--- src/hdl/sltsi_pkg.sv ---
/*
 Shared constants, types and the register map for the sample LSB
 timestamp marker inserter.
 Assumes a single pclk domain and a 32-bit APB register bus.
*/
package sltsi_pkg;
  // ==========================================================
  // Register map
  localparam logic [11:0] SLTSI_ADDR_LSB_CTRL = 12'h160;
  localparam logic [11:0] SLTSI_ADDR_CONFIG = 12'h164;
  localparam logic [11:0] SLTSI_ADDR_STATUS = 12'h168;
  localparam logic [7:0] SLTSI_LSB_CTRL_RESET = 8'h00;
  localparam logic [7:0] SLTSI_CONFIG_RESET = 8'h00;
  localparam int SLTSI_TS_EN_BIT = 0;
  localparam int SLTSI_CAL_EN_BIT = 0;
  localparam int SLTSI_MODE8_BIT = 1;
  localparam int SLTSI_BYPASS_BIT = 2;
  localparam int SLTSI_RECV_BIT = 3;
  // ==========================================================
  // Sample format and pipeline
  localparam int SLTSI_SAMPLE_W = 12;
  localparam int SLTSI_FIFO_DEPTH = 32;
  localparam int SLTSI_FIFO_AW = 5;
  localparam logic [3:0] SLTSI_ILA_CS = 4'h0;

  typedef enum logic [1:0] {
    SLTSI_LSB_DATA,
    SLTSI_LSB_MARK,
    SLTSI_LSB_CAL
  } sltsi_lsb_e;

  typedef struct packed {
    logic [SLTSI_SAMPLE_W-1:0] data;
    logic marker;
  } sltsi_sample_s;
endpackage

--- src/hdl/sltsi_fifo.sv ---
/*
 Synchronous FIFO with valid/ready on both sides.
 Assumes one clock and an asynchronous active-low reset.
*/
module sltsi_fifo #(
  parameter int WIDTH = 13,
  parameter int DEPTH = 32,
  parameter int AW = 5
) (
  input wire logic clk,
  input wire logic rst_n,
  input wire logic in_valid,
  output logic in_ready,
  input wire logic [WIDTH-1:0] in_data,
  output logic out_valid,
  input wire logic out_ready,
  output logic [WIDTH-1:0] out_data
);
  logic [WIDTH-1:0] mem [DEPTH];
  logic [AW-1:0] wr_reg;
  logic [AW-1:0] rd_reg;
  logic [AW:0] cnt_reg;
  wire push = in_valid && in_ready;
  wire pop = out_valid && out_ready;

  // ==========================================================
  // Flags from the fill count
  // Full only when the count reaches the depth; the count is one bit wider than pointers
  assign in_ready = cnt_reg < (AW+1)'(DEPTH);
  assign out_valid = cnt_reg != '0;
  assign out_data = mem[rd_reg];

  // Storage has no reset; only pointers and fill count do
  always_ff @(posedge clk) begin
    if (push) begin
      mem[wr_reg] <= in_data;
    end
  end

  // Pointers and fill count
  always_ff @(posedge clk or negedge rst_n) begin
    if (!rst_n) begin
      wr_reg <= '0;
      rd_reg <= '0;
      cnt_reg <= '0;
    end else begin
      if (push) wr_reg <= AW'(wr_reg + 1'b1);
      if (pop) rd_reg <= AW'(rd_reg + 1'b1);
      cnt_reg <= (AW+1)'(cnt_reg + push - pop);
    end
  end
endmodule // sltsi_fifo

--- src/hdl/sltsi_top.sv ---
/*
 Sample LSB timestamp marker inserter: replaces the sample LSB with
 the timestamp marker (or calibration flag) ahead of the link layer.
 Assumes samples and markers arrive aligned in the same cycle, and
 an APB master on pclk.
*/
// The APB register port is this design's own decision.
module sltsi_top (
  input wire logic pclk,
  input wire logic presetn,
  input wire logic psel,
  input wire logic penable,
  input wire logic pwrite,
  input wire logic [11:0] paddr,
  input wire logic [31:0] pwdata,
  output logic [31:0] prdata,
  output logic pready,
  output logic pslverr,
  input wire logic s_valid,
  output logic s_ready,
  input wire logic [sltsi_pkg::SLTSI_SAMPLE_W-1:0] s_data,
  input wire logic s_marker,
  input wire logic s_cal_state,
  output logic m_valid,
  input wire logic m_ready,
  output logic [sltsi_pkg::SLTSI_SAMPLE_W-1:0] m_data,
  output logic [3:0] ila_cs,
  output logic marker_receiver_enable
);
  localparam int W = sltsi_pkg::SLTSI_SAMPLE_W;
  logic [7:0] lsb_ctrl_reg;
  logic [7:0] config_reg;
  logic [W-1:0] out_reg;
  logic out_valid_reg;
  sltsi_pkg::sltsi_sample_s fifo_in;
  sltsi_pkg::sltsi_sample_s fifo_out;
  logic fifo_valid;
  logic fifo_ready;

  // ==========================================================
  // APB decode
  wire acc = psel && penable;
  wire wr = acc && pwrite;
  wire hit_ctrl = paddr == sltsi_pkg::SLTSI_ADDR_LSB_CTRL;
  wire hit_cfg = paddr == sltsi_pkg::SLTSI_ADDR_CONFIG;
  wire hit_stat = paddr == sltsi_pkg::SLTSI_ADDR_STATUS;
  wire mapped = hit_ctrl || hit_cfg || hit_stat;
  assign pready = 1'b1;
  assign pslverr = acc && !mapped;

  // Register writes; reserved bits read back as written
  // Reset to zero
  always_ff @(posedge pclk or negedge presetn) begin
    if (!presetn) begin
      lsb_ctrl_reg <= sltsi_pkg::SLTSI_LSB_CTRL_RESET;
      config_reg <= sltsi_pkg::SLTSI_CONFIG_RESET;
    end else begin
      if (wr && hit_ctrl) lsb_ctrl_reg <= pwdata[7:0];
      if (wr && hit_cfg) config_reg <= pwdata[7:0];
    end
  end

  // Read mux; status shows effective selection and pipeline state
  wire ts_en = lsb_ctrl_reg[sltsi_pkg::SLTSI_TS_EN_BIT];
  wire cal_en = config_reg[sltsi_pkg::SLTSI_CAL_EN_BIT];
  wire mode8 = config_reg[sltsi_pkg::SLTSI_MODE8_BIT];
  wire bypass = config_reg[sltsi_pkg::SLTSI_BYPASS_BIT];
  assign marker_receiver_enable = config_reg[sltsi_pkg::SLTSI_RECV_BIT];
  wire ts_active = ts_en && bypass;
  wire cal_active = cal_en && !ts_active;
  sltsi_pkg::sltsi_lsb_e sel;
  assign sel = ts_active ? sltsi_pkg::SLTSI_LSB_MARK :
               cal_active ? sltsi_pkg::SLTSI_LSB_CAL : sltsi_pkg::SLTSI_LSB_DATA;
  wire [31:0] stat_word = {28'h0000000, fifo_valid, out_valid_reg, sel};
  assign prdata = !(acc && !pwrite) ? 32'h00000000 :
                  hit_ctrl ? {24'h000000, lsb_ctrl_reg} :
                  hit_cfg ? {24'h000000, config_reg} :
                  hit_stat ? stat_word : 32'h00000000;

  // ==========================================================
  // Sample path: marker rides with its sample through the FIFO
  // Same latency
  assign fifo_in.data = s_data;
  assign fifo_in.marker = ts_active ? s_marker : s_cal_state;

  sltsi_fifo #(
    .WIDTH(W + 1),
    .DEPTH(sltsi_pkg::SLTSI_FIFO_DEPTH),
    .AW(sltsi_pkg::SLTSI_FIFO_AW)
  ) u_fifo (
    .clk(pclk),
    .rst_n(presetn),
    .in_valid(s_valid),
    .in_ready(s_ready),
    .in_data(fifo_in),
    .out_valid(fifo_valid),
    .out_ready(fifo_ready),
    .out_data(fifo_out)
  );

  // LSB position depends on 8-bit or 12-bit sample width
  function automatic logic [W-1:0] insert_lsb(input logic [W-1:0] d,
                                              input logic b, input logic m8);
    logic [W-1:0] r;
    r = d;
    if (m8) begin
      r[W-8] = b;
    end else begin
      r[0] = b;
    end
    return r;
  endfunction

  wire keep_bit = sel != sltsi_pkg::SLTSI_LSB_DATA;
  wire [W-1:0] shaped = keep_bit ? insert_lsb(fifo_out.data, fifo_out.marker, mode8)
                                 : fifo_out.data;
  // Output stage drains when empty or taken
  assign fifo_ready = !out_valid_reg || m_ready;

  always_ff @(posedge pclk or negedge presetn) begin
    if (!presetn) begin
      out_reg <= '0;
      out_valid_reg <= 1'b0;
    end else if (fifo_ready) begin
      out_reg <= shaped;
      out_valid_reg <= fifo_valid;
    end
  end
  assign m_valid = out_valid_reg;
  assign m_data = out_reg;

  assign ila_cs = sltsi_pkg::SLTSI_ILA_CS;
endmodule // sltsi_top

--- config.mk ---
export PLATFORM = sky130hd
export DESIGN_NAME = sltsi_top
export DESIGN_NICKNAME = d
export VERILOG_FILES = /design/src/hdl/sltsi_pkg.sv /design/src/hdl/sltsi_fifo.sv /design/src/hdl/sltsi_top.sv
export SDC_FILE = /design/constraint.sdc
export NUM_CORES = 1
export LEC_CHECK = 0
export ABC_AREA = 1
export BUFFER_PORTS_ARGS = -buffer_cell sky130_fd_sc_hd__buf_2
export CAP_MARGIN = 20
export CELL_PAD_IN_SITES_DETAIL_PLACEMENT = 1
export CELL_PAD_IN_SITES_GLOBAL_PLACEMENT = 1
export CORE_AREA = 2 2 219 221
export DETAILED_ROUTE_END_ITERATION = 8
export DIE_AREA = 0 0 221 223
export PLACE_DENSITY = 0.68
export SLEW_MARGIN = 40
export SYNTH_ARGS = -nofsm -noshare
export SYNTH_HDL_FRONTEND = slang
export SYNTH_SLANG_ARGS = --single-unit
export TNS_END_PERCENT = 20
--- constraint.sdc ---
create_clock -name pclk -period 2.5 [get_ports pclk]
set_clock_uncertainty 0.15 [all_clocks]
set_input_delay 0.375 -clock pclk [delete_from_list [all_inputs] [get_ports pclk]]
set_output_delay 0.375 -clock pclk [all_outputs]
set_load 0.01 [all_outputs]
# Word-level counts from Yosys, hierarchy flattened
# Memory sizes are Yosys's and may differ from the RTL's.
# Index checks and enable logic that the tools add are counted.
dict set report word_totals {
  reg_bits 45
  ramBits 416
  inputBits 65
  n_memories 1
}
# memory depth width read_ports rd_clocked_by_memory_dff wr line
set memory_table {}
lappend memory_table {u_fifo.mem 32 13 1 0 1 sltsi_fifo.sv:19} ;# logic [WIDTH-1:0] mem [DEPTH];
dict set report classes {
  add_sub_neg 4
  n_lt_le_gt_ge 1
  eq_ne 3
  mux 12
  reduce_logical 19
}
# op n
set ops {}
lappend ops {{equality test 12 x 9 -> 1 bit (second input constant)} 3}
lappend ops {{two-way mux 8 bit} 3}
lappend ops {{adder 5 x 1 -> 5 bit (second input constant)} 2}
lappend ops {{logical AND 1 bit} 10}
lappend ops {{adder 6 x 1 -> 6 bit} 1}
lappend ops {{< comparator 6 bit (second input constant)} 1}
lappend ops {{nonzero test 6 bit} 1}
lappend ops {{subtractor 6 x 1 -> 6 bit} 1}
lappend ops {{two-way mux 1 bit} 5}
lappend ops {{two-way mux 5 bit} 1}
lappend ops {{zero test 1 bit} 4}
lappend ops {{two-way mux 2 bit} 2}
lappend ops {{two-way mux 4 bit} 1}
lappend ops {{logical OR 1 bit} 3}
lappend ops {{nonzero test 2 bit} 1}

# Longest topological paths before layout
# Gate-level depths: netlist of run 1.
dict set report depth {
  word_depth 9
  mapped_depth 14
  mapped_depth_nobuf 13
}

# Cells and area by module
# Synthesis of run 1 repeated with hierarchy kept, for this count alone.
dict set report unflattened {
  cells_unflattened 1950
  area_unflattened_um2 20419.6
}
# mod n_inst cells_per_inst area_each_um2 seq_area_each_um2
set modules_own_cells {}
lappend modules_own_cells {sltsi_fifo 1 1730 18540.3 12892.4}
lappend modules_own_cells {sltsi_top 1 220 1879.3 725.7}

# Least setup slack after synthesis of run 1
# Ideal clock, no wire load.
dict set report synth_timing {
  kind {register -> register}
  start {register u_fifo.cnt_reg[2]}
  end {register u_fifo.cnt_reg[4]}
  t_arrival_ns 2.201
  path_slack_ns 0.070
  stages_incl_launch_ff 13
  synth_period_minus_slack_ns 2.430
  path_cell_list {dfrtp_1 > inv_1 > ha_1 > nand4_1 > inv_1 > nor2_1 > ha_1 > inv_1 > ha_1 > inv_1 > fa_1 > o21ai_0 > xor2_1}
}
dict set report synth_via {
  elab_cells_between_ends 6
  cone_classes {add/sub: 2; order compare: 1; reduce/logical: 3}
}
# item line
set synth_lines {}
lappend synth_lines {{start, declared} sltsi_fifo.sv:22} ;# logic [AW:0] cnt_reg;
lappend synth_lines {{start signal, assigned} sltsi_fifo.sv:49} ;# cnt_reg <= (AW+1)'(cnt_reg + push - pop);
lappend synth_lines {{nonzero test 6 bit} sltsi_fifo.sv:30} ;# assign out_valid = cnt_reg != '0;
lappend synth_lines {{logical AND 1 bit} sltsi_fifo.sv:24} ;# wire pop = out_valid && out_ready;
lappend synth_lines {{named net u_fifo.pop} sltsi_fifo.sv:24}
lappend synth_lines {{subtractor 6 x 1 -> 6 bit} sltsi_fifo.sv:49}
# The timed path passes the listed nets, and every way through them passes these cells.
# A chain may end at the register's enable or synchronous reset.

# Final worst setup path of run 1
dict set report layout_timing {
  start {register u_fifo.cnt_reg[3]}
  end {output port prdata[3]}
}
dict set report layout_via {
  elab_chain_len 5
}
# item line
set layout_rtl {}
lappend layout_rtl {{nonzero test 6 bit} sltsi_fifo.sv:30}
lappend layout_rtl {{two-way mux 4 bit} sltsi_top.sv:78} ;# hit_stat ? stat_word : 32'h00000000;
lappend layout_rtl {{two-way mux 8 bit} sltsi_top.sv:77} ;# hit_cfg ? {24'h000000, config_reg} :
lappend layout_rtl {{two-way mux 8 bit} sltsi_top.sv:76} ;# hit_ctrl ? {24'h000000, lsb_ctrl_reg} :
lappend layout_rtl {{two-way mux 8 bit} sltsi_top.sv:75} ;# assign prdata = !(acc && !pwrite) ? 32'h00000000 :
lappend layout_rtl {{end, declared} sltsi_top.sv:16} ;# output logic [31:0] prdata,
# No other way between the ends.

==> results.cfg, run 1 <==
[route]
drt-initial-drc-count = 918
dr.pass1.iters = 5
post_drt_wl_per_cell_um = 22.3
ant_nets = 0
post-route-drc-count = 0
routed_wl_um = 54700
viasPerCell = 5.35
vias = 13100

[critical_path]
crit_path_start_kind = register
path_buf_inv = 5
cp_slowest_cell = dfrtp_1
worstSetupPathType = register to output pin
cp-end-kind = output pin
cp_max_fo = 2
required_ps = 1980
cp_top_family = buffers and inverters
cpPeakStageDelay_ps = 380
crit_arrival_ps = 1920
crit_chain = inv_2 -> ha_4 -> nand4_1 -> inv_2 -> buf_6 -> o211ai_1 -> o211ai_1 -> inv_1 -> buf_2

[sta]
hold_viol = 0
worstMarginPinSlew_ps = 864
rsz0062_at_grt = true
relSlewSlack = 0.424
drv_slew = 0
finalCriticalPeriod_ps = 2450
whs_ps = 77.4
setup_viol = 0
fmax_ghz = 0.408
setup_tns_ps = 0
fin_crit_sh = 0.980

[synth]
synth_common_cells = edfxtp_1 (416), nand2_1 (294), nor2_1 (271)
yosys-top-cells-area = edfxtp_1 (64%), dfrtp_1 (5.8%), nand2_1 (5.7%)
synth_simple_gate_area_frac = 0.142
yosysMostFrequentCell = edfxtp_1
synth-xor-area-share = 0.00495
synth_cell_types = 35
yosysSeqAreaShare = 0.700
synth_top_family_by_area = simple AND/OR/NAND/NOR gates
synth_area_per_cell_um2 = 11.6
synthArstFlopShare = 0.0976
synth-adder-area-share = 0.00939
ys.flop_type = edfxtp_1
synth_top_area_cell = edfxtp_1
synth_compound_area_frac = 0.0827
yosysTopAreaCellShare = 0.642
syn_area_mm2 = 0.0194
syn_inst = 1677
synth.mux.area_fraction = 0
synth_edf_count = 416
ys_seq_elements = 461
ys_warn_count = 0

[grt]
grt_usage = 0.222
grt_pass1_vias = 13800
grt_first_pass_wirelength_um = 83400
antenna_found_initial = 1
grt-ovfl-total = 0
grt_max_degree = 66

[placement]
port_buffers = 64
dp_hpwl_um = 32800
gp_congestion = 0.788

[cts]
clk_latency_ps = 600
cts_tree = built
clockBufferDepth = 3
numCtsBuffers = 49
clockRootBuffer = clkbuf_16
path_clk_slew_ps = 60
cts_sinks = 461
cts.htree.levels = 2

[floorplan]
rows = 80
coreArea_mm2 = 0.0471
die_x_um = 221
boundaryPins = 118
die_h_um = 223
die_area_mm2 = 0.0493
start_util = 0.413

[final_layout]
largest_reg_flops = 416
drive_gt1_frac = 0.138
diodes = 0
syn2layout_area_growth_pct = 14.2
top_register = u_fifo.mem
fin_util = 0.471
nets = 1881

[run]
drv_cap = 0

[pwr]
peakVddDrop_mv = 0.664
cellLeakagePower_nw = 8.29
power_density_mw_per_mm2 = 1100

[hold_path]
hold_path_class = input pin to register

[outcome]
status = finished, final reports clean
## power breakdown
group	internal (mW)	total [mW]	switching [mW]
clock	3.71	6.72	3.00
sequential	8.92	9.25	0.336
combinational	2.66	8.38	5.71
total	15.3	24.3	9.05
## through the flow
step / worst slack [ps] / power, mW / std cells / instance area, um^2
finish: 50.3 / 24.3 / 2451 / 22200
global route: -73.7 / 25.7 / 2451 / 22200
CTS: 3.70 / 24.4 / 2449 / 22200
detailed placement: -61.4 / 17.6 / 2353 / 20600
global placement: 15.8 / 17.3 / 2353 / 20600
floorplan: 69.6 / 14.7 / 1704 / 19600
## final timing paths
kind	startpoint	end	slack, ps	cells past startpoint
max	u_fifo.cnt_reg[3]$_DFF_PN0_	prdata[3]	50	9
max reg2reg	u_fifo.cnt_reg[3]$_DFF_PN0_	u_fifo.cnt_reg[5]$_DFF_PN0_	150	13
min	s_valid	u_fifo.wr_reg[0]$_DFFE_PN0P_	80	3
max in group asynchronous	presetn	u_fifo.rd_reg[0]$_DFFE_PN0P_	1450	3
min in group asynchronous	presetn	lsb_ctrl_reg[2]$_DFFE_PN0P_	180	2
min reg2reg	lsb_ctrl_reg[1]$_DFFE_PN0P_	lsb_ctrl_reg[1]$_DFFE_PN0P_	330	2
## kinds of logic (layout without fill, tap and decap cells)
kind of cell	after synthesis	after routing
flops	461	461
xor+xnor	11	11
fa+ha+maj	14	14
simple gates	685	685
buf+inv	217	349
other cells	2	29
compound gates	287	287
## tightest hold or removal path: stages
cell and delay, ps:
buf_2 100, nand2_1 200, xor2_1 100
## per-layer routing
metal  vias to the layer above  track usage  part of all wire
li1                       5991            -                 -
met1                      6730        0.300              0.44
met2                       301        0.376              0.49
met3                        82       0.0287             0.043
met4                         0       0.0630             0.024
met5                         -            0                 0
## cells in the final DEF (no fill, tap or decap), types with 5 or more instances in the layout
cell type / count
inv_2: 10
nand3_1: 94
buf_2: 64
buf_4: 77
buf_12: 9
nand2_1: 294
inv_1: 88
o21ai_1: 29
nor2_1: 270
a21oi_1: 34
o21ai_0: 147
clkinv_2: 10
conb_1: 29
ha_1: 9
clkbuf_16: 49
edfxtp_1: 416
dlygate4sd3_1: 9
xor2_1: 10
o21ai_2: 9
o211ai_1: 43
nand3b_1: 8
clkinv_1: 13
nand4_1: 5
clkbuf_1: 10
dfrtp_1: 43
o22ai_1: 23
## area by class of cell
| class | count | area (um^2) |
|---|---|---|
| timing repair buffer | 162 | 1220 |
| clock buffer | 60 | 1280 |
| fill | 4986 | 24900 |
| tap | 615 | 769 |
| inverter | 102 | 389 |
| sequential | 461 | 13600 |
| clock inverter | 25 | 150 |
| multi-input combinational | 1026 | 4790 |
## timing repair
item                       4_1_cts  5_1_grt
setup endpoints to repair        2        4
pin swaps                        2        6
setup buffers                    2        2
hold buffers                     9        0
gates resized for setup          5       12
hold endpoints to repair        37        0
(Power assumes the default switching activity.)
==> run 2: changes to the inputs <==
--- a/config.mk
+++ b/config.mk
@@ -13,7 +13,7 @@
 export CORE_AREA = 2 2 219 221
 export DETAILED_ROUTE_END_ITERATION = 8
 export DIE_AREA = 0 0 221 223
-export PLACE_DENSITY = 0.68
+export PLACE_DENSITY = 0.66
 export SLEW_MARGIN = 40
 export SYNTH_ARGS = -nofsm -noshare
 export SYNTH_HDL_FRONTEND = slang
==> constraint.sdc (replaced) <==
create_clock -name pclk -period 2.7 [get_ports pclk]
set_clock_uncertainty 0.15 [all_clocks]
set_input_delay 0.405 -clock pclk [delete_from_list [all_inputs] [get_ports pclk]]
set_output_delay 0.405 -clock pclk [all_outputs]
set_load 0.01 [all_outputs]
==> results.cfg, run 2 (synthesis results as in run 1) <==
[cts]
cts_tree = built
numCtsBuffers = 48
path_clk_slew_ps = 60
clockRootBuffer = clkbuf_16
cts_sinks = 461
clockBufferDepth = 3
clk_latency_ps = 590
cts.htree.levels = 2
cts_setup_buffers = 0

[route]
drt-initial-drc-count = 812
post-route-drc-count = 0
viasPerCell = 5.30
routed_wl_um = 53500
post_drt_wl_per_cell_um = 21.9
dr.pass1.iters = 5
ant_nets = 0
vias = 12900

[placement]
dpl_cell_area_mm2 = 0.0205
gp_congestion = 0.798
dp_hpwl_um = 32200
port_buffers = 64
place_ws_ps = 60.6

[floorplan]
coreArea_mm2 = 0.0471
die_x_um = 221
rows = 80
die_h_um = 223
boundaryPins = 118
start_util = 0.413
die_area_mm2 = 0.0493

[grt]
grt_first_pass_wirelength_um = 81600
antenna_found_initial = 0
grt_pass1_vias = 13500
grt_max_degree = 94
grt-ovfl-total = 0
grt_usage = 0.218

[final_layout]
mostFrequentLayoutCells = edfxtp_1 (416), nand2_1 (294), nor2_1 (270)
top_register = u_fifo.mem
largest_reg_flops = 416
multi_input_area_mm2 = 0.00477
final-seq-area_mm2 = 0.0136
layout_commonest_cell = edfxtp_1
final_cell_area_mm2 = 0.0222
nets = 1864
n_fill_cell = 5033
syn2layout_area_growth_pct = 14.0
drive_gt1_frac = 0.131

[critical_path]
worstSetupPathType = register to register
cpPeakStageDelay_ps = 390
cp_max_fo = 3
path_buf_inv = 4
cp_slowest_cell = dfrtp_1
crit_chain = inv_1 -> ha_1 -> nand4_1 -> inv_2 -> nor2_1 -> ha_1 -> inv_1 -> ha_1 -> inv_1 -> fa_2 -> o21ai_2 -> xor2_1
cp_top_family = adder cells
crit_arrival_ps = 2820
cp-end-kind = register
crit_path_start_kind = register
required_ps = 3050

[sta]
fmax_ghz = 0.404
setup_tns_ps = 0
rsz0062_at_grt = false
worstMarginPinSlew_ps = 768
drv_slew = 0
setup_viol = 0
hold_viol = 0
worst_slack_ps = 223
relSlewSlack = 0.488
fin_crit_sh = 0.917
finalCriticalPeriod_ps = 2480

[pwr]
power_density_mw_per_mm2 = 1020
cellLeakagePower_nw = 8.27
peakVddDrop_mv = 0.548
power_mw = 22.7

[hold_path]
hold_path_class = input pin to register

[outcome]
status = finished, final reports clean

[run]
drv_cap = 0
## run 2: layout make-up
class / instances / share of cell area
flip-flops and latches: 461 / 0.615
multi-input cells: 1026 / 0.215
clock buffers: 60 / 0.0586
repair buffers: 146 / 0.0477
well taps: 615 / 0.0347
inverters: 102 / 0.0176
clock inverters: 30 / 0.0117
diodes: 1 / 0.000113
## run 2: report_power, final
group	internal, mW	switching [mW]
combinational	2.32	5.18
clock	3.80	2.79
sequential	8.25	0.332
total	14.4	8.30
## run 2: routing by layer
layer	track usage	routed length [um]	vias to the layer above
met3	0.0353	2520	81
met2	0.368	26400	299
met5	0	0	-
met1	0.287	23100	6578
li1	-	-	5969
met4	0.0699	1500	0
## run 2: metrics by stage
stage	std cells	hold slack [ps]	utilization
after CTS	2440	43.1	0.470
after global placement	2341	137	0.435
after detailed placement	2341	137	0.435
final	2441	68.1	0.470
after floorplan	1704	-40.6	-
after global routing	2440	73.4	0.470
## run 2: final timing paths
path / startpoint / end / slack, ps / depth (start not counted)
max: u_fifo.cnt_reg[2]$_DFF_PN0_ / u_fifo.cnt_reg[4]$_DFF_PN0_ / 220 / 12
min: s_valid / u_fifo.wr_reg[0]$_DFFE_PN0P_ / 70 / 3
max reg2reg: u_fifo.cnt_reg[2]$_DFF_PN0_ / u_fifo.cnt_reg[4]$_DFF_PN0_ / 220 / 12
min reg2reg: m_data[9]$_DFFE_PN0N_ / m_data[9]$_DFFE_PN0N_ / 330 / 2
max in group asynchronous: presetn / u_fifo.rd_reg[0]$_DFFE_PN0P_ / 1710 / 3
min in group asynchronous: presetn / lsb_ctrl_reg[2]$_DFFE_PN0P_ / 80 / 2
## run 2: timing repair
action / in CTS / in global routing
endpoints found under the setup margin: 0 / 1
resized for setup: 0 / 4
hold endpoints to repair: 61 / 0
hold buffers: 9 / 0
## run 2: worst reg2reg max path, stage by stage (launching register included)
cell,delay [ps]
dfrtp_1,390
inv_1,90
ha_1,150
nand4_1,120
inv_2,110
nor2_1,60
ha_1,290
inv_1,70
ha_1,180
inv_1,70
fa_2,380
o21ai_2,160
xor2_1,170
==> run 3: changes to the inputs <==
--- a/config.mk
+++ b/config.mk
@@ -13,7 +13,7 @@
 export CORE_AREA = 2 2 219 221
 export DETAILED_ROUTE_END_ITERATION = 8
 export DIE_AREA = 0 0 221 223
-export PLACE_DENSITY = 0.66
+export PLACE_DENSITY = 0.68
 export SLEW_MARGIN = 40
 export SYNTH_ARGS = -nofsm -noshare
 export SYNTH_HDL_FRONTEND = slang
==> constraint.sdc (replaced) <==
create_clock -name pclk -period 2 [get_ports pclk]
set_clock_uncertainty 0.15 [all_clocks]
set_input_delay 0.3 -clock pclk [delete_from_list [all_inputs] [get_ports pclk]]
set_output_delay 0.3 -clock pclk [all_outputs]
set_load 0.01 [all_outputs]
==> results.cfg, run 3 (synthesis results as in run 1) <==
[sta]
fin_crit_sh = 1.19
setup_tns_ps = -3230
worst_slack_ps = -375
hold_viol = 0
rsz0062_at_grt = true
finalCriticalPeriod_ps = 2380
worstMarginPinSlew_ps = 819
setup_viol = 19
fmax_ghz = 0.421
relSlewSlack = 0.454
drv_slew = 0

[cts]
numCtsBuffers = 48
clockRootBuffer = clkbuf_16
clk_latency_ps = 590
cts.htree.levels = 2
path_clk_slew_ps = 60
cts_sinks = 461
cts_tree = built
clockBufferDepth = 3

[critical_path]
cp-end-kind = output pin
cp_top_family = buffers and inverters
path_buf_inv = 5
cp_slowest_cell = dfrtp_1
cpPeakStageDelay_ps = 370
crit_arrival_ps = 1930
crit_path_start_kind = register
reg2reg_from = u_fifo.cnt_reg[4]$_DFF_PN0_
r2r_end = u_fifo.cnt_reg[4]$_DFF_PN0_
crit_chain = inv_2 -> ha_4 -> nand4_1 -> inv_2 -> buf_6 -> o211ai_1 -> o211ai_1 -> inv_1 -> buf_6
worstSetupPathType = register to output pin
r2r_slack_ps = -360
required_ps = 1550
r2r_cells = 13
cp_max_fo = 2

[route]
drt-initial-drc-count = 1119
post-route-drc-count = 0
vias = 14000
post_drt_wl_per_cell_um = 23.7
routed_wl_um = 61200
viasPerCell = 5.41
ant_nets = 0
dr.pass1.iters = 5

[grt]
grt_usage = 0.239
antenna_found_initial = 0
grt_first_pass_wirelength_um = 88900
grt_pass1_vias = 14500
grt-ovfl-total = 0
grt_max_degree = 48

[floorplan]
coreArea_mm2 = 0.0471
die_area_mm2 = 0.0493
die_x_um = 221
rows = 80
start_util = 0.413
die_h_um = 223
boundaryPins = 118

[outcome]
violations = setup timing
status = finished, violations left

[final_layout]
largest_reg_flops = 416
top_register = u_fifo.mem
layout_commonest_cell = edfxtp_1
drive_gt1_frac = 0.296
nets = 2006
mostFrequentLayoutCells = edfxtp_1 (416), nand2_1 (245), nor2_1 (206)
n_fill_cell = 4814
fin_util = 0.535
syn2layout_area_growth_pct = 29.6
diodes = 0

[pwr]
cellLeakagePower_nw = 9.46
power_density_mw_per_mm2 = 1460
peakVddDrop_mv = 0.705

[hold_path]
min_delay_worst_endpoint = u_fifo.wr_reg[1]$_DFFE_PN0P_
hold_path_class = input pin to register
hold_depth = 4
hp-start = s_valid

[placement]
place_ws_ps = -286
dp_hpwl_um = 34600
port_buffers = 64
gp_congestion = 0.791

[run]
drv_cap = 0
-- run 3: worst max-delay path by stage --
stage | startpoint | to | slack, ps | cells after the start
final | u_fifo.cnt_reg[4]$_DFF_PN0_ | prdata[3] | -380 | 9
after global routing | u_fifo.cnt_reg[4]$_DFF_PN0_ | prdata[3] | -490 | 9
after CTS | u_fifo.cnt_reg[3]$_DFF_PN0_ | prdata[3] | -360 | 9
after detailed placement | u_fifo.cnt_reg[2]$_DFF_PN0_ | u_fifo.cnt_reg[4]$_DFF_PN0_ | -290 | 12
after global placement | u_fifo.cnt_reg[2]$_DFF_PN0_ | u_fifo.cnt_reg[4]$_DFF_PN0_ | -230 | 12
after floorplan | u_fifo.cnt_reg[2]$_DFF_PN0_ | u_fifo.cnt_reg[4]$_DFF_PN0_ | -120 | 12
-- run 3: report_power, final --
| group | leakage, nW | internal, mW | switching, mW |
|---|---|---|---|
| clock network | 0.715 | 4.87 | 3.73 |
| logic | 4.44 | 7.07 | 9.68 |
| registers | 4.31 | 11.1 | 0.399 |
-- run 3: layout make-up --
type,count,area (um^2),area share
clock buffer,73,1340,0.0530
sequential,461,13600,0.541
timing repair inverter,1,16.3,0.000645
multi-input combinational,1026,5710,0.226
timing repair buffer,287,3190,0.127
tap,615,769,0.0305
clock inverter,16,140,0.00556
inverter,102,419,0.0166
-- run 3: tightest hold or removal path: cells and delay by family --
family | cells | cell delay (ps)
buffers and inverters | 2 | 210
and+or+nand+nor | 1 | 90
AOI/OAI and AO/OA | 1 | 90
-- run 3: stage by stage --
step / area, um^2 / total power [mW] / hold WS, ps / cells
finish: 25200 / 36.9 / 16.9 / 2581
global placement: 21400 / 22.9 / 159 / 2414
detailed placement: 21400 / 23.4 / 165 / 2414
CTS: 24100 / 34.9 / 8.21 / 2557
global route: 25200 / 38.6 / 33.3 / 2581
floorplan: 19600 / 18.4 / -146 / 1704
-- run 3: per-layer routing --
layer  GRT usage  vias to the layer above  share of wire  routed length [um]
met5           0                        -              0                   0
met4      0.0803                        0          0.030                1840
met3      0.0337                      110          0.054                3280
met2       0.413                      422           0.50               30800
met1       0.311                     7166           0.41               25300
li1            -                     6267              -                   -
-- run 3: repair_timing --
action / CTS / global route
resized for setup: 168 / 245
endpoints found under the setup margin: 56 / 341
endpoints found under the hold margin: 61 / 0
hold buffers: 9 / 0
setup buffers: 34 / 16
pin swaps: 73 / 103
cloned: 12 / 9
